===== config.mk =====
export PLATFORM = sky130hd
export DESIGN_NAME = bot_blank_timing
export DESIGN_NICKNAME = d
export VERILOG_FILES = /design/src/rtl/bot_pkg.sv /design/src/rtl/bot_blank_timing.sv
export SDC_FILE = /design/constraint.sdc
export NUM_CORES = 1
export LEC_CHECK = 0
export BUFFER_PORTS_ARGS = -buffer_cell sky130_fd_sc_hd__buf_2
export CORE_MARGIN = 1
export CORE_UTILIZATION = 55
export CTS_CLUSTER_SIZE = 30
export DETAILED_ROUTE_END_ITERATION = 10
export GPL_TIMING_DRIVEN = 0
export HOLD_SLACK_MARGIN = 0.05
export PLACE_DENSITY = 0.72
export SYNTH_ARGS = -nofsm -noshare
export SYNTH_HDL_FRONTEND = slang
export SYNTH_SLANG_ARGS = --single-unit

===== constraint.sdc =====
create_clock -name core_clk_i -period 4.15 [get_ports core_clk_i]
set_input_delay 0.83 -clock core_clk_i [delete_from_list [all_inputs] [get_ports core_clk_i]]
set_output_delay 0.83 -clock core_clk_i [all_outputs]
set_load 0.02 [all_outputs]

===== src/rtl/bot_pkg.sv =====
// Purpose: Constants for the blanking output timing block
// Assumes: Registers reached by 8-bit sub-address over the control port
// Notes:   Core clock is twice the pixel rate; one pixel per two edges
//
// What this block does
// RQ1 - Start of line blank is 10 bits: low register plus two high bits.
// RQ2 - At start count each line, raise blank and stop taking pixels.
// RQ3 - Line sync leading edge counts as 020 hex for start compare.
// RQ4 - Eight-bit end value; at that count, drop blank, take pixels again.
// RQ5 - Line sync leading edge counts as zero for the end compare.
// RQ6 - Position registers act only while the blank pin is an output.
// RQ7 - Start of frame blank is 9 bits: low register plus one high bit.
// RQ8 - Odd field: at line n stop taking pixels and blank the video.
// RQ9 - Even field: frame blank starts at n plus 262 or plus 313.
// RQ10 - Line count is zero at frame sync leading edge of odd field.
// RQ11 - High bit of frame blank start is bit 0; other bits reserved.
// RQ12 - Eight-bit frame blank end line, with same even-field offset.
// RQ13 - Offset 262 for 525-line systems, 313 for 625-line systems.
// RQ14 - Source withholds pixels while blank is high, sends them after.
package bot_pkg;
    // ------------------------------------------------------------
    // Register sub-addresses
    // ------------------------------------------------------------
    localparam logic [7:0] BOT_HB_START_LO_A = 8'h20;
    localparam logic [7:0] BOT_HB_START_HI_A = 8'h21;
    localparam logic [7:0] BOT_HB_END_A = 8'h22;
    localparam logic [7:0] BOT_VB_START_LO_A = 8'h23;
    localparam logic [7:0] BOT_VB_START_HI_A = 8'h24;
    localparam logic [7:0] BOT_VB_END_A = 8'h25;
    // ------------------------------------------------------------
    // Reset values
    // ------------------------------------------------------------
    localparam logic [7:0] BOT_HB_START_LO_R = 8'h4a;
    localparam logic [1:0] BOT_HB_START_HI_R = 2'h3;
    localparam logic [7:0] BOT_HB_END_R = 8'h7a;
    localparam logic [7:0] BOT_VB_START_LO_R = 8'h03;
    localparam logic BOT_VB_START_HI_R = 1'b1;
    localparam logic [7:0] BOT_VB_END_R = 8'h13;
    // ------------------------------------------------------------
    // Field widths and count references
    // ------------------------------------------------------------
    localparam int BOT_HS_W = 10;
    localparam int BOT_HCNT_W = 12;
    localparam int BOT_LINE_W = 10;
    localparam int BOT_HI_HB_W = 2;
    localparam logic [11:0] BOT_HSTART_REF = 12'h020;
    localparam logic [11:0] BOT_HEND_REF = 12'h000;
    localparam logic [9:0] BOT_LINE_REF = 10'h000;
    localparam logic [9:0] BOT_EVEN_OFS_525 = 10'd262;
    localparam logic [9:0] BOT_EVEN_OFS_625 = 10'd313;
endpackage : bot_pkg


===== src/rtl/bot_blank_timing.sv =====
// Purpose: Horizontal and vertical blank output timing
// Assumes: Sync pins are asynchronous; config inputs are core-clock logic
// Notes:   Blank is only driven while the pin is configured as an output
module bot_blank_timing (
    // Clock and reset
    input wire logic core_clk_i,
    input wire logic srst_i,
    // Control port register access
    input wire logic reg_we_i,
    input wire logic [7:0] reg_addr_i,
    input wire logic [7:0] reg_wdata_i,
    output logic [7:0] reg_rdata_o,
    // Configuration
    input wire logic blank_is_output_i,
    input wire logic std_625_i,
    // Sync pins from the source
    input wire logic hsync_i,
    input wire logic vsync_i,
    input wire logic field_odd_i,
    // Blank pin and pixel intake
    output logic blank_o,
    output logic blank_oe_n_o,
    output logic pixel_accept_o
);
    import bot_pkg::*;

    // ------------------------------------------------------------
    // Helpers
    // ------------------------------------------------------------
    function automatic logic line_hit(input logic [9:0] line,
                                      input logic [9:0] n,
                                      input logic s625);
        logic [9:0] ofs;
        // RQ13 offset per system
        ofs = s625 ? BOT_EVEN_OFS_625 : BOT_EVEN_OFS_525;
        line_hit = (line == n) || (line == n + ofs);
    endfunction : line_hit

    // ------------------------------------------------------------
    // Registers
    // ------------------------------------------------------------
    logic [7:0] hb_start_lo_ff, nxt_hb_start_lo;
    logic [1:0] hb_start_hi_ff, nxt_hb_start_hi;
    logic [7:0] hb_end_ff, nxt_hb_end;
    logic [7:0] vb_start_lo_ff, nxt_vb_start_lo;
    logic vb_start_hi_ff, nxt_vb_start_hi;
    logic [7:0] vb_end_ff, nxt_vb_end;
    logic [7:0] rdata_ff, nxt_rdata;

    always_comb begin
        nxt_hb_start_lo = hb_start_lo_ff;
        nxt_hb_start_hi = hb_start_hi_ff;
        nxt_hb_end = hb_end_ff;
        nxt_vb_start_lo = vb_start_lo_ff;
        nxt_vb_start_hi = vb_start_hi_ff;
        nxt_vb_end = vb_end_ff;
        if (reg_we_i) begin
            case (reg_addr_i)
                BOT_HB_START_LO_A: nxt_hb_start_lo = reg_wdata_i;
                // RQ1 high bits
                BOT_HB_START_HI_A:
                    nxt_hb_start_hi = reg_wdata_i[BOT_HI_HB_W-1:0];
                BOT_HB_END_A: nxt_hb_end = reg_wdata_i;
                BOT_VB_START_LO_A: nxt_vb_start_lo = reg_wdata_i;
                // RQ11 bit zero only
                BOT_VB_START_HI_A: nxt_vb_start_hi = reg_wdata_i[0];
                BOT_VB_END_A: nxt_vb_end = reg_wdata_i;
                default: ;
            endcase
        end
        // Reserved bits read back as zero
        case (reg_addr_i)
            BOT_HB_START_LO_A: nxt_rdata = hb_start_lo_ff;
            BOT_HB_START_HI_A: nxt_rdata = {6'h00, hb_start_hi_ff};
            BOT_HB_END_A: nxt_rdata = hb_end_ff;
            BOT_VB_START_LO_A: nxt_rdata = vb_start_lo_ff;
            BOT_VB_START_HI_A: nxt_rdata = {7'h00, vb_start_hi_ff};
            BOT_VB_END_A: nxt_rdata = vb_end_ff;
            default: nxt_rdata = 8'h00;
        endcase
    end

    always_ff @(posedge core_clk_i) begin
        if (srst_i) begin
            hb_start_lo_ff <= BOT_HB_START_LO_R;
            hb_start_hi_ff <= BOT_HB_START_HI_R;
            hb_end_ff <= BOT_HB_END_R;
            vb_start_lo_ff <= BOT_VB_START_LO_R;
            vb_start_hi_ff <= BOT_VB_START_HI_R;
            vb_end_ff <= BOT_VB_END_R;
            rdata_ff <= 8'h00;
        end else begin
            hb_start_lo_ff <= nxt_hb_start_lo;
            hb_start_hi_ff <= nxt_hb_start_hi;
            hb_end_ff <= nxt_hb_end;
            vb_start_lo_ff <= nxt_vb_start_lo;
            vb_start_hi_ff <= nxt_vb_start_hi;
            vb_end_ff <= nxt_vb_end;
            rdata_ff <= nxt_rdata;
        end
    end

    assign reg_rdata_o = rdata_ff;

    // RQ1 cascade start
    logic [BOT_HS_W-1:0] hb_start;
    assign hb_start = {hb_start_hi_ff, hb_start_lo_ff};
    // RQ7 cascade start
    logic [8:0] vb_start;
    assign vb_start = {vb_start_hi_ff, vb_start_lo_ff};

    // ------------------------------------------------------------
    // Sync pin synchronisers
    // ------------------------------------------------------------
    logic [2:0] hs_meta_ff, vs_meta_ff, fo_meta_ff;
    logic hs_old_ff, vs_old_ff;
    logic hs_rise, vs_rise;

    always_ff @(posedge core_clk_i) begin
        if (srst_i) begin
            hs_meta_ff <= 3'h0;
            vs_meta_ff <= 3'h0;
            fo_meta_ff <= 3'h0;
        end else begin
            hs_meta_ff <= {hs_meta_ff[1:0], hsync_i};
            vs_meta_ff <= {vs_meta_ff[1:0], vsync_i};
            fo_meta_ff <= {fo_meta_ff[1:0], field_odd_i};
        end
    end
    // Stage 1 feeds stage 2 only; edges look at stages 2 and 3
    assign hs_old_ff = hs_meta_ff[2];
    assign vs_old_ff = vs_meta_ff[2];
    assign hs_rise = hs_meta_ff[1] & ~hs_old_ff;
    assign vs_rise = vs_meta_ff[1] & ~vs_old_ff;

    // ------------------------------------------------------------
    // Counters and blank state
    // ------------------------------------------------------------
    logic phase_ff, nxt_phase;
    logic [BOT_HCNT_W-1:0] hcnt_ff, nxt_hcnt;
    logic [BOT_LINE_W-1:0] line_ff, nxt_line;
    logic hblank_ff, nxt_hblank;
    logic vblank_ff, nxt_vblank;
    logic tick, h_start_hit, h_end_hit, v_start_hit, v_end_hit;

    // Count advances once per pixel: every second core edge
    assign tick = phase_ff;
    // RQ3 start reference
    assign h_start_hit = (hcnt_ff + BOT_HSTART_REF)
                         == {2'b00, hb_start};
    // RQ5 end reference
    assign h_end_hit = (hcnt_ff + BOT_HEND_REF) == {4'h0, hb_end_ff};
    // RQ9 even offset
    assign v_start_hit = line_hit(line_ff, {1'b0, vb_start}, std_625_i);
    // RQ12 even offset
    assign v_end_hit = line_hit(line_ff, {2'b00, vb_end_ff}, std_625_i);

    always_comb begin
        nxt_phase = ~phase_ff;
        nxt_hcnt = tick ? hcnt_ff + 12'h001 : hcnt_ff;
        nxt_line = line_ff;
        nxt_hblank = hblank_ff;
        nxt_vblank = vblank_ff;
        if (hs_rise) begin
            // RQ5 zero at sync
            nxt_phase = 1'b0;
            nxt_hcnt = 12'h000;
            nxt_line = line_ff + 10'h001;
        end
        // RQ10 odd field zero
        if (vs_rise && fo_meta_ff[2]) begin
            nxt_line = BOT_LINE_REF;
        end
        // RQ2 start wins a tie
        if (tick && h_start_hit) begin
            nxt_hblank = 1'b1;
        // RQ4 end of blank
        end else if (tick && h_end_hit) begin
            nxt_hblank = 1'b0;
        end
        // RQ8 frame blank start
        if (v_start_hit) begin
            nxt_vblank = 1'b1;
        // RQ12 frame blank end
        end else if (v_end_hit) begin
            nxt_vblank = 1'b0;
        end
    end

    always_ff @(posedge core_clk_i) begin
        if (srst_i) begin
            phase_ff <= 1'b0;
            hcnt_ff <= 12'h000;
            line_ff <= 10'h000;
            hblank_ff <= 1'b0;
            vblank_ff <= 1'b0;
        end else begin
            phase_ff <= nxt_phase;
            hcnt_ff <= nxt_hcnt;
            line_ff <= nxt_line;
            hblank_ff <= nxt_hblank;
            vblank_ff <= nxt_vblank;
        end
    end

    // ------------------------------------------------------------
    // Outputs
    // ------------------------------------------------------------
    // RQ6 only as output
    assign blank_o = blank_is_output_i & (hblank_ff | vblank_ff);
    assign blank_oe_n_o = ~blank_is_output_i;
    // RQ14 source paces on blank
    assign pixel_accept_o = ~blank_o;

    // ------------------------------------------------------------
    // Checks
    // ------------------------------------------------------------
    blank_gate_a: assert property (@(posedge core_clk_i) // RQ6
        disable iff (srst_i) !blank_is_output_i |-> !blank_o && blank_oe_n_o)
        else $error("blank driven while pin is an input");
    hstart_set_a: assert property (@(posedge core_clk_i) // RQ2
        disable iff (srst_i) tick && h_start_hit && blank_is_output_i
        |=> blank_o && !pixel_accept_o)
        else $error("blank not raised at line start count");
    hstart_ref_a: assert property (@(posedge core_clk_i) // RQ3
        disable iff (srst_i) tick && hcnt_ff == 12'h000
        && {2'b00, hb_start} == BOT_HSTART_REF
        |=> hblank_ff)
        else $error("start compare not referenced to 020");
    hend_clr_a: assert property (@(posedge core_clk_i) // RQ4
        disable iff (srst_i) tick && h_end_hit && !h_start_hit
        |=> !hblank_ff)
        else $error("blank not dropped at end count");
    hedge_zero_a: assert property (@(posedge core_clk_i) // RQ5
        disable iff (srst_i) hs_rise ##1 !hs_rise [*2]
        |-> hcnt_ff == 12'h000)
        else $error("line count not restarted at sync");
    hs_reg_a: assert property (@(posedge core_clk_i) // RQ1
        disable iff (srst_i) reg_we_i && reg_addr_i == BOT_HB_START_HI_A
        |=> hb_start[9:8] == $past(reg_wdata_i[1:0]))
        else $error("start high bits not stored");
    vs_reg_a: assert property (@(posedge core_clk_i) // RQ11
        disable iff (srst_i) reg_we_i && reg_addr_i == BOT_VB_START_HI_A
        |=> vb_start[8] == $past(reg_wdata_i[0])
            ##1 reg_rdata_o[7:1] == 7'h00
            || $past(reg_addr_i) != BOT_VB_START_HI_A)
        else $error("frame start high bit wrong");
    vstart_odd_a: assert property (@(posedge core_clk_i) // RQ8
        disable iff (srst_i) line_ff == {1'b0, vb_start} |=> vblank_ff)
        else $error("frame blank not started at line n");
    veven_ofs_a: assert property (@(posedge core_clk_i) // RQ13
        disable iff (srst_i)
        line_ff == {1'b0, vb_start}
        + (std_625_i ? BOT_EVEN_OFS_625 : BOT_EVEN_OFS_525)
        |=> vblank_ff)
        else $error("even field start offset wrong");
    vodd_zero_a: assert property (@(posedge core_clk_i) // RQ10
        disable iff (srst_i) vs_rise && fo_meta_ff[2] |=> line_ff == 10'h000)
        else $error("line count not zero at odd field sync");
    vend_clr_a: assert property (@(posedge core_clk_i) // RQ12
        disable iff (srst_i) v_end_hit && !v_start_hit |=> !vblank_ff)
        else $error("frame blank not ended at end line");
endmodule : bot_blank_timing


Yosys cells after proc, flatten, opt, wreduce, memory -nomap -nowiden
Cells that the tools add are included.
{ "op_classes": {"n_eq_ne": 12, "reduce_logical": 15, "muxes": 6, "addsub": 5, "bitwise": 9} }
{ "ops": {"columns": ["operator", "n"], "rows": [
  ["$eq 8x6->1 const B", 6],
  ["$pmux 8 s6", 1],
  ["$eq 10x10->1", 2],
  ["$add 12x1->12 const B", 1],
  ["$add 12x6->12 const B", 1],
  ["$eq 12x10->1", 1],
  ["$eq 12x8->1", 1],
  ["$reduce_and 2->1", 6],
  ["$add 10x1->10 const B", 1],
  ["$add 8x9->10", 1],
  ["$add 9x10->10", 1],
  ["$eq 10x8->1", 1],
  ["$eq 10x9->1", 1],
  ["$mux 6", 1],
  ["$not 1->1", 5],
  ["$mux 1", 4],
  ["$reduce_bool 2->1", 2],
  ["$reduce_or 2->1", 2],
  ["$and 1x1->1", 3],
  ["$logic_and 1x1->1", 3],
  ["$logic_or 1x1->1", 2],
  ["$or 1x1->1", 1]
]} }
{ "word_totals": {"elab_cells": 62, "out_inout_bits": 11, "in_bits": 24, "register_bits": 77} }

Longest topological paths before layout
Gate-level depths: netlist of the first run.
{ "depth": {"word_depth": 6, "ltp_mapped": 8, "depth_no_buf": 8} }

Worst setup path before layout of the first run
OpenSTA, ideal clock, no wires.
{ "synth_timing": {"path_type": "in2reg", "from": "input port std_625_i", "to": "register vblank_ff", "setup_slack_ps": 1256, "setup_time_ps": 135, "path_stages": 8, "arrival_time_ps": 2759, "path_cell_list": "ha_1 fa_1 a211oi_1 nor2_1 o311ai_1 mux2i_1 a2111oi_0 o211ai_1"} }
{ "synth_via": {"elab_chain_len": 5} }
{ "synth_lines": {"columns": ["element", "line_no", "text"], "rows": [
  ["start, declared", "bot_blank_timing.sv:15", "input wire logic std_625_i,"],
  ["$mux 6 (*)", "bot_blank_timing.sv:35", "ofs = s625 ? BOT_EVEN_OFS_625 : BOT_EVEN_OFS_525;"],
  ["$add 9x10->10 or $add 8x9->10 (tied branches)", "bot_blank_timing.sv:36", "line_hit = (line == n) || (line == n + ofs);"],
  ["$eq 10x10->1", "bot_blank_timing.sv:36", null],
  ["$logic_or 1x1->1", "bot_blank_timing.sv:36", null],
  ["$mux 1 or $reduce_bool 2->1 (tied branches)", null, null],
  ["end signal, assigned", "bot_blank_timing.sv:202", "vblank_ff <= nxt_vblank;"],
  ["end, declared", "bot_blank_timing.sv:143", "logic vblank_ff, nxt_vblank;"]
]} }
Every way passes the cells marked *; elsewhere a longest branch is shown, timed or not.
A chain may end at the register's enable or synchronous reset.

Final worst setup path of the first run
Ends and elaborated chain as after synthesis.

==> results of run 1 <==
## power breakdown
| part | internal (mW) | switching (mW) | leakage, nW |
|---|---|---|---|
| clock network | 0.350 | 0.305 | 0.118 |
| logic | 0.0570 | 0.0824 | 1.18 |
| registers | 0.745 | 0.00266 | 0.623 |
| total | 1.15 | 0.390 | 1.92 |
## area by class of cell
| class | instances | area (um^2) | area share |
|---|---|---|---|
| Clock inverter | 7 | 105.1 | 0.02079 |
| Buffer | 35 | 171.4 | 0.03391 |
| Clock buffer | 9 | 123.9 | 0.02450 |
| Timing Repair Buffer | 33 | 165.2 | 0.03267 |
| Inverter | 12 | 45.04 | 0.008911 |
| Sequential cell | 77 | 1541 | 0.3050 |
| Multi-Input combinational cell | 397 | 2775 | 0.5490 |
| Tap cell | 102 | 127.6 | 0.02525 |
## per-stage QoR
stage / std cells / setup WS (ns) / power (mW)
final: 672 / 1.006 / 1.543
after global routing: 672 / 0.7186 / 1.596
after CTS: 672 / 0.9444 / 1.552
after detailed placement: 656 / 0.5993 / 0.9023
after global placement: 656 / 0.6394 / 0.8983
after floorplan: 521 / 1.256 / 0.8581
## layout by cell type (no fill, tap or decap), drive strengths merged, types with 4 or more instances in the layout
cell	instances
xor2	25
clkbuf	38
nor2b	13
mux2i	32
nand4	16
ha	15
o21ai	19
nand2	34
dfxtp	77
nor4	5
inv	16
a22o	6
mux2	5
buf	39
and3	6
xnor2	45
a222oi	6
o211ai	4
nand3	32
nor2	54
a211oi	5
nor3	6
a21oi	16
## per-layer routing
layer / up-vias / track usage / part of all wire
li1: 1942 / - / -
met1: 1950 / 0.3726 / 0.46
met2: 170 / 0.4173 / 0.45
met3: 19 / 0.04926 / 0.072
met4: 0 / 0.09487 / 0.018
met5: - / 0 / 0
## worst max-delay path by stage
stage	from	end	slack [ns]	cells past startpoint
floorplan	std_625_i	vblank_ff$_SDFFE_PP0P_	1.26	8
global route	std_625_i	vblank_ff$_SDFFE_PP0P_	0.72	9
finish	std_625_i	vblank_ff$_SDFFE_PP0P_	1.01	9
detailed placement	std_625_i	vblank_ff$_SDFFE_PP0P_	0.60	9
CTS	std_625_i	vblank_ff$_SDFFE_PP0P_	0.94	9
global placement	std_625_i	vblank_ff$_SDFFE_PP0P_	0.64	9
## state kept, by name, summed over array words and instances (netlist names)
register / cells
hs_meta_ff: 3
vblank_ff: 1
hcnt_ff: 12
vb_start_hi_ff: 1
fo_meta_ff: 3
hb_end_ff: 8
phase_ff: 1
vb_end_ff: 8
line_ff: 10
hblank_ff: 1
reg_rdata_o: 8
hb_start_lo_ff: 8
hb_start_hi_ff: 2
vs_meta_ff: 3
vb_start_lo_ff: 8
## logic make-up after synthesis
logic type / synth area share
compound gates: 0.1245
xor+xnor: 0.1352
fa+ha+maj: 0.05023
buf+inv: 0.04775
flops: 0.3401
mux: 0.08308
simple gates: 0.2192
==> out/metrics.cfg, run 1 <==
[outcome]
status = finished clean

[worst_setup_path]
cp_slowest_cell = fa_1
path_max_fanout = 9
critical_path_class = in2reg
r2r_slack_ns = 1.38
path_cells = buf_2 -> inv_1 -> fa_1 -> a211oi_1 -> nor2_1 -> o311ai_1 -> mux2i_1 -> a2111oi_0 -> o211ai_1
critical_path.max_stage_delay_ns = 0.50
r2r_start = vb_end_ff[0]$_SDFFE_PP1P_
reg2reg_to = vblank_ff$_SDFFE_PP0P_
worstRegToRegCells = 8
crit_buf_inv = 2
end_kind = register
arrival_ns = 3.36
startpoint_type = input pin
cp_top_family = compound AO/OA/AOI/OAI gates
cp.required_ns = 4.36

[yosys]
ys_ff_latch = 77
synth.avg_cell_area_um2 = 8.701
synth_edf_count = 0
yosysTopAreaCell = dfxtp_1
synthTopCellsByCount = 77 x dfxtp_1, 54 x nor2_1, 45 x xnor2_1
yosys_warnings = 0
synth_top_area_frac = 0.3400
netlist_area_um2 = 4533
syn_nets = 562
yosysSeqAreaShare = 0.3400
synthCells = 521
async_reset_ff_frac = 0
ys.flop_type = dfxtp_1
yosysMostFrequentCell = dfxtp_1
post_synth_num_cell_types = 61
synthTopCellsByArea = dfxtp_1 34%, xnor2_1 8.7%, mux2i_1 7.1%

[cts]
cts_resized = 0
cts_tree = done
worstSkewPairLatency_ns = 0.36
cts.clk_slew.worst_paths_ns = 0.08
numClockSinks = 77
htree_levels = 3
cts_buffers = 9
cts_setup_buffers = 0
clock_path_buffers = 2
cts_root_buf = clkbuf_8
ctsHoldBuffers = 0

[finish]
fin_nets = 606
num_antenna_cells = 0
final_area_um2 = 5055
filler_cell_count = 707
utilization = 0.6441
area_growth_pct = 11.51
layout-drive-gt1-share = 0.1246

[placement]
dp_hpwl_um = 8315
place.gp.congestion = 0.8969
io_buffers = 33
place_area_um2 = 4826

[global_routing]
antenna_found_initial = 0
grt_pass1_wl_um = 18040
grt_max_degree = 16
grt_usage = 0.2691
first_global_vias = 3663
grt-ovfl-total = 0

[floorplanning]
fp.coreArea_um2 = 7848
die_h_um = 92.79
die_w_um = 92.79
row_count = 32
pin_count = 35
start_util = 0.5776
dieArea_um2 = 8609

[sta]
fmax_ghz = 0.3180
worst_hold_slack_ns = 0.4425
tightest_slew_ns = 0.7036
skew_ns = 0.01562
drv_slew = 0
setup_violations = 0
final-hold-violation-count = 0
post-route-min-period_ns = 3.144
timing.final.crit_share = 0.7577
setup_tns_ns = 0
rsz0062_at_grt = false
slew_headroom = 0.5278

[worst_hold_path]
hold_class = reg2reg
worstHoldEndpoint = fo_meta_ff[1]$_SDFF_PP0_
holdPathStages = 1
holdCritStartpoint = fo_meta_ff[0]$_SDFF_PP0_

[routing]
routed_via_density = 6.073
drtIter0Drc = 322
drc_errors = 0
wl_um = 11250
antenna_left = 0
wl_per_cell_um = 16.74
first_pass_iters = 5
vias = 4081

[power_and_ir_drop]
total_leakage_power_nw = 1.921
p_per_area_nw_per_um2 = 305.2
peakVddDrop_mv = 0.2903

[run]
maxCapViolations = 0

Note: power is estimated with default switching activity, not from simulation.
==> run 2, diff against run 1 <==
--- a/config.mk
+++ b/config.mk
@@ -5,6 +5,7 @@
 export SDC_FILE = /design/constraint.sdc
 export NUM_CORES = 1
 export LEC_CHECK = 0
+export ABC_AREA = 1
 export BUFFER_PORTS_ARGS = -buffer_cell sky130_fd_sc_hd__buf_2
 export CORE_MARGIN = 1
 export CORE_UTILIZATION = 55
@@ -12,7 +13,7 @@
 export DETAILED_ROUTE_END_ITERATION = 10
 export GPL_TIMING_DRIVEN = 0
 export HOLD_SLACK_MARGIN = 0.05
-export PLACE_DENSITY = 0.72
+export PLACE_DENSITY = 0.75
 export SYNTH_ARGS = -nofsm -noshare
 export SYNTH_HDL_FRONTEND = slang
 export SYNTH_SLANG_ARGS = --single-unit
==> constraint.sdc (replaced) <==
create_clock -name core_clk_i -period 2.8 [get_ports core_clk_i]
set_input_delay 0.56 -clock core_clk_i [delete_from_list [all_inputs] [get_ports core_clk_i]]
set_output_delay 0.56 -clock core_clk_i [all_outputs]
set_load 0.02 [all_outputs]
==> run 2 against run 1 <==
  * Clock skew down 0.0061 ns
  * Clock power up 22%
  * Register-to-register slack worse by 0.73 ns
  * Global-route usage up 1.8 points
  * Power up 37%
  * Sequential share of layout area down 0.14 points
  * Utilization about the same
  * Die area up 1.2%
  * Count of clock-buffer cells in the layout up 1
  * Sequential power up 48%
  * Largest cell class unchanged
  * Largest power group unchanged
==> out/metrics.cfg, run 2 <==
[cts]
cts.clk_slew.worst_paths_ns = 0.08
worstSkewPairLatency_ns = 0.36
cts_setup_buffers = 0
ctsHoldBuffers = 0
cts_tree = done
cts_resized = 0
clock_path_buffers = 2
numClockSinks = 77
cts_buffers = 9
htree_levels = 3
cts_root_buf = clkbuf_8

[power_and_ir_drop]
sequentialPowerShare = 0.528
internal-power_mw = 1.532
switching_share = 0.2729
clkPwrFrac = 0.380
power.switching_mw = 0.5751
power_mw = 2.107
p_per_area_nw_per_um2 = 414.9
pwr-share-comb = 0.091
peakVddDrop_mv = 0.3606
total_leakage_power_nw = 2.297

[global_routing]
grt_pass1_wl_um = 19330
grt_usage = 0.2867
grt-ovfl-total = 0
first_global_vias = 4268
antenna_found_initial = 0
grt_max_degree = 16

[sta]
skew_ns = 0.009557
slew_headroom = 0.4874
final-hold-violation-count = 0
setup_tns_ns = 0
rsz0062_at_grt = false
fmax_ghz = 0.4407
post-route-min-period_ns = 2.269
setup_violations = 0
drv_slew = 0
timing.final.crit_share = 0.8104
tightest_slew_ns = 0.7643

[routing]
first_pass_iters = 5
wl_per_cell_um = 14.25
drtIter0Drc = 234
antenna_left = 0
drc_errors = 0
wl_um = 11700
routed_via_density = 5.442
vias = 4468

[outcome]
status = finished clean

[yosys]
synthTopCellsByCount = 134 x nand2_1, 98 x inv_1, 77 x dfxtp_1, 77 x nor2_1, 56 x a21oi_1
post_synth_num_cell_types = 45
synthCells = 669
synth_top_area_frac = 0.3358
synth.avg_cell_area_um2 = 6.862
yosysMostFrequentCell = nand2_1
syn_nets = 710
synthTopCellsByArea = dfxtp_1 34%, nand2_1 11%, inv_1 8.0%
async_reset_ff_frac = 0
yosys_warnings = 0
ys.flop_type = dfxtp_1
ys_ff_latch = 77
synth_edf_count = 0
yosysTopAreaCell = dfxtp_1
yosysSeqAreaShare = 0.3358
netlist_area_um2 = 4591

[finish]
num_antenna_cells = 0
layout-drive-gt1-share = 0.1168
reg_top3 = hcnt_ff: 12 flops, line_ff: 10 flops
fin_nets = 755
regMostFlops = hcnt_ff
filler_cell_count = 731
final_cell_mix = 134 x nand2_1, 98 x inv_1, 77 x nor2_1, 77 x dfxtp_1, 56 x a21oi_1
largest_reg_flops = 12
area_growth_pct = 10.63
final_common_cell = nand2_1

[floorplanning]
die_h_um = 93.36
dieArea_um2 = 8716
fp.coreArea_um2 = 7888
start_util = 0.5820
pin_count = 35
row_count = 32
die_w_um = 93.36

[worst_setup_path]
path_max_fanout = 9
cp.required_ns = 3.01
startpoint_type = input pin
arrival_ns = 2.48
r2r_start = vb_end_ff[0]$_SDFFE_PP1P_
critical_path_class = in2reg
setup.worst_path.start = std_625_i
end_kind = register

[worst_hold_path]
hold_class = in2reg
holdCritStartpoint = hsync_i

[run]
maxCapViolations = 0

[placement]
io_buffers = 34
place.gp.congestion = 0.9165
dp_hpwl_um = 9500

[run 2: cell types whose count changed after synthesis, moves of 14 or more]
cell	before	now
a21oi_1	16	56
nand2_1	34	134
nor2_1	54	77
o21ai_0	17	42
mux2i_1	32	0
xnor2_1	45	11
o22ai_1	1	15
clkbuf_1	27	5
inv_1	11	98
[run 2: cell families (layout without fill, tap and decap cells)]
group | count (synthesis) | in the layout | synth area share
AND/OR/NAND/NOR | 292 | 292 | 0.2889
AO/OA/AOI/OAI | 140 | 140 | 0.1731
flip-flops | 77 | 77 | 0.3358
buffers and inverters | 117 | 167 | 0.1030
adder cells (fa/ha/maj) | 17 | 17 | 0.04961
XOR/XNOR | 26 | 26 | 0.04961
[run 2: worst max-delay path, stage by stage]
cell and delay (ns):
buf_2 0.21, inv_1 0.20, fa_1 0.59, inv_1 0.04, nand2_1 0.05, nand2_1 0.05
nor2_1 0.10, nand3_1 0.08, nor2_1 0.11, nand3_1 0.08, nor2_1 0.12, nand4_1 0.12
nand2_1 0.09, a21oi_1 0.06
[run 2: power groups by stage]
stage               clock network, mW  registers [mW]  logic [mW]
global route                    0.860            1.11       0.218
global placement                    0            1.14       0.185
CTS                             0.810            1.11       0.192
detailed placement                  0            1.14       0.191
finish                          0.801            1.11       0.193
floorplan                           0            1.14       0.129
[run 2: final cells by class]
class	instances	area [um^2]	area share
plain buffers	11	75.07	0.01478
clock buffers	10	137.6	0.02710
inverters	106	397.9	0.07834
flip-flops and latches	77	1541	0.3035
repair buffers	34	170.2	0.03351
well taps	102	127.6	0.02513
multi-input cells	475	2576	0.5073
clock inverters	6	52.55	0.01035
[run 2: worst paths after layout]
check / end / slack (ns) / depth (start not counted)
max: vblank_ff$_SDFFE_PP0P_ / 0.53 / 14
max reg2reg: vblank_ff$_SDFFE_PP0P_ / 0.65 / 13
min: hs_meta_ff[0]$_SDFF_PP0_ / 0.40 / 3
min reg2reg: fo_meta_ff[2]$_SDFF_PP0_ / 0.41 / 2
[run 2: through the flow]
stage | cell area [um^2] | cells | worst slack (ns) | hold WS [ns] | utilization
after CTS | 5079 | 821 | 0.5241 | 0.3918 | 0.6439
after global placement | 4888 | 805 | 0.1826 | 0.3893 | 0.6198
final | 5079 | 821 | 0.5309 | 0.4001 | 0.6439
after floorplan | 4591 | 669 | 0.7239 | 0.3883 | -
after detailed placement | 4888 | 805 | 0.1493 | 0.3955 | 0.6198
after global routing | 5079 | 821 | 0.3575 | 0.3943 | 0.6439
[run 2: metal layers]
layer / up-vias / wire length (um) / global-route usage / share of wire
met4: 0 / 409 / 0.1423 / 0.035
li1: 2285 / - / - / -
met5: - / 0 / 0 / 0
met1: 2035 / 4951 / 0.3276 / 0.42
met2: 120 / 5829 / 0.5251 / 0.50
met3: 28 / 510 / 0.03252 / 0.044
==> run 3, diff against run 2 <==
==> constraint.sdc (replaced) <==
create_clock -name core_clk_i -period 2 [get_ports core_clk_i]
set_input_delay 0.4 -clock core_clk_i [delete_from_list [all_inputs] [get_ports core_clk_i]]
set_output_delay 0.4 -clock core_clk_i [all_outputs]
set_load 0.02 [all_outputs]
==> run 3 against run 2 <==
  * The flow now finishes with violations (negative setup slack)
  * Worst setup slack lost 0.62 ns
  * Non-clock buffer count is 4 higher
  * Cell count grew 0.49%
  * Utilization increased by 0.63 points
  * Clock power up 40%
  * Power up 40%
  * Die area is the same
  * Clock skew rose by 0.00051 ns
  * Sequential cell count stayed put
  * Sequential power grew 41%
  * Register-to-register slack lost 0.74 ns
  * Via count is 0.56% higher
  * Largest power group unchanged
==> out/metrics.cfg, run 3 (synthesized netlist as in run 2, its figures left out) <==
[cts]
cts.clk_slew.worst_paths_ns = 0.08
clock_path_buffers = 2
htree_levels = 3
cts_buffers = 9
cts_tree = done
numClockSinks = 77
ctsHoldBuffers = 0
cts_root_buf = clkbuf_8
worstSkewPairLatency_ns = 0.35

[outcome]
violations = negative setup slack
status = complete, but fails checks

[global_routing]
grt-ovfl-total = 0
grt_max_degree = 16
grt_usage = 0.2877
first_global_vias = 4272
antenna_found_initial = 0
grt_pass1_wl_um = 19390

[routing]
vias = 4493
drc_errors = 0
drtIter0Drc = 252
first_pass_iters = 7
wl_um = 11820
antenna_left = 0
routed_via_density = 5.446
wl_per_cell_um = 14.32

[sta]
setup_tns_ns = -0.08690
tightest_slew_ns = 0.7514
fmax_ghz = 0.4792
setup_violations = 1
post-route-min-period_ns = 2.087
final.setup.worst_slack_ns = -0.08690
drv_slew = 0
rsz0062_at_grt = true
slew_headroom = 0.4961
timing.final.crit_share = 1.043
skew_ns = 0.01007
final-hold-violation-count = 0

[floorplanning]
die_w_um = 93.36
start_util = 0.5820
pin_count = 35
dieArea_um2 = 8716
row_count = 32
die_h_um = 93.36
fp.coreArea_um2 = 7888

[worst_setup_path]
cp.required_ns = 2.21
startpoint_type = register
path_max_fanout = 3
end_kind = register
r2r_start = vb_end_ff[0]$_SDFFE_PP1P_
arrival_ns = 2.29
critical_path_class = reg2reg
critical_path.max_stage_delay_ns = 0.50
crit_buf_inv = 1
path_cells = ha_4 -> fa_1 -> inv_1 -> nand2_1 -> nand2_1 -> nor2_1 -> nand3_1 -> nor2_1 -> nand3_1 -> nor2_1 -> nand4_1 -> nand2_1 -> a21oi_1
cp_top_family = simple AND/OR/NAND/NOR gates
cp_slowest_cell = fa_1
setup.worst_path.start = vb_end_ff[0]$_SDFFE_PP1P_

[run]
maxCapViolations = 0

[power_and_ir_drop]
clkPwrFrac = 0.378
switching_share = 0.2720
total_leakage_power_nw = 2.313
sequentialPowerShare = 0.527
pwr-share-comb = 0.095
power.switching_mw = 0.8041
internal-power_mw = 2.152
p_per_area_nw_per_um2 = 576.4
peakVddDrop_mv = 0.5050

[finish]
area_growth_pct = 11.72
final_cell_mix = 134 x nand2_1, 97 x inv_1, 77 x nor2_1
num_antenna_cells = 0
reg_top3 = hcnt_ff: 12 flops, line_ff: 10 flops
regMostFlops = hcnt_ff
final_area_um2 = 5129
fin_nets = 759
final_common_cell = nand2_1
layout-drive-gt1-share = 0.1259
largest_reg_flops = 12
filler_cell_count = 723

[placement]
place.gp.congestion = 0.9165
place_area_um2 = 4888
dp_hpwl_um = 9500
io_buffers = 34

[worst_hold_path]
hold_class = in2reg
holdCritStartpoint = hsync_i

==> run 3: worst paths after layout <==
kind / to / slack, ns / cells after the start
worst max-delay path: vblank_ff$_SDFFE_PP0P_ / -0.09 / 13
worst min-delay path: hs_meta_ff[0]$_SDFF_PP0_ / 0.24 / 3
worst max register to register: vblank_ff$_SDFFE_PP0P_ / -0.09 / 13
worst min register to register: fo_meta_ff[2]$_SDFF_PP0_ / 0.41 / 2
==> run 3: routing by layer <==
layer | vias to the layer above | share of wire | global-route usage
met5 | - | 0 | 0
met2 | 128 | 0.50 | 0.5276
met4 | 0 | 0.034 | 0.1423
met3 | 29 | 0.039 | 0.03252
li1 | 2287 | - | -
met1 | 2049 | 0.43 | 0.3286
==> run 3: what timing repair did <==
item | 4_1_cts | 5_1_grt
setup buffers | 3 | 1
setup endpoints to repair | 1 | 1
gates resized for setup | 5 | 0
endpoints found under the hold margin | 0 | 0
pin swaps | 3 | 3
==> run 3: area by class of cell <==
class | count | area (um^2) | share of cell area
well taps | 102 | 127.6 | 0.02488
flip-flops and latches | 77 | 1543 | 0.3008
multi-input cells | 475 | 2589 | 0.5048
clock inverters | 6 | 52.55 | 0.01025
clock buffers | 10 | 137.6 | 0.02684
repair buffers | 38 | 202.7 | 0.03952
plain buffers | 11 | 75.07 | 0.01464
inverters | 106 | 401.6 | 0.07831
==> run 3: metrics by stage <==
stage	power [mW]	std cells	utilization	setup WS, ns	hold WS [ns]
2_1_floorplan	1.773	669	-	0.08385	0.3883
4_1_cts	2.969	824	0.6493	-0.08639	0.2318
5_1_grt	3.080	825	0.6502	-0.2070	0.2343
3_5_place_dp	1.862	805	0.6198	-0.4907	0.3955
3_3_place_gp	1.853	805	0.6198	-0.4574	0.3893
6_report	2.956	825	0.6502	-0.08690	0.2430
==> run 3: power by group through the flow <==
stage | clock [mW] | combinational, mW | sequential, mW
floorplan | 0 | 0.181 | 1.59
global placement | 0 | 0.259 | 1.59
detailed placement | 0 | 0.268 | 1.59
CTS | 1.13 | 0.277 | 1.56
global route | 1.20 | 0.315 | 1.56
finish | 1.12 | 0.280 | 1.56
==> run 3: tightest hold or removal path: stages <==
cell and delay [ns]:
buf_2 0.07, inv_1 0.03, nor2_1 0.06
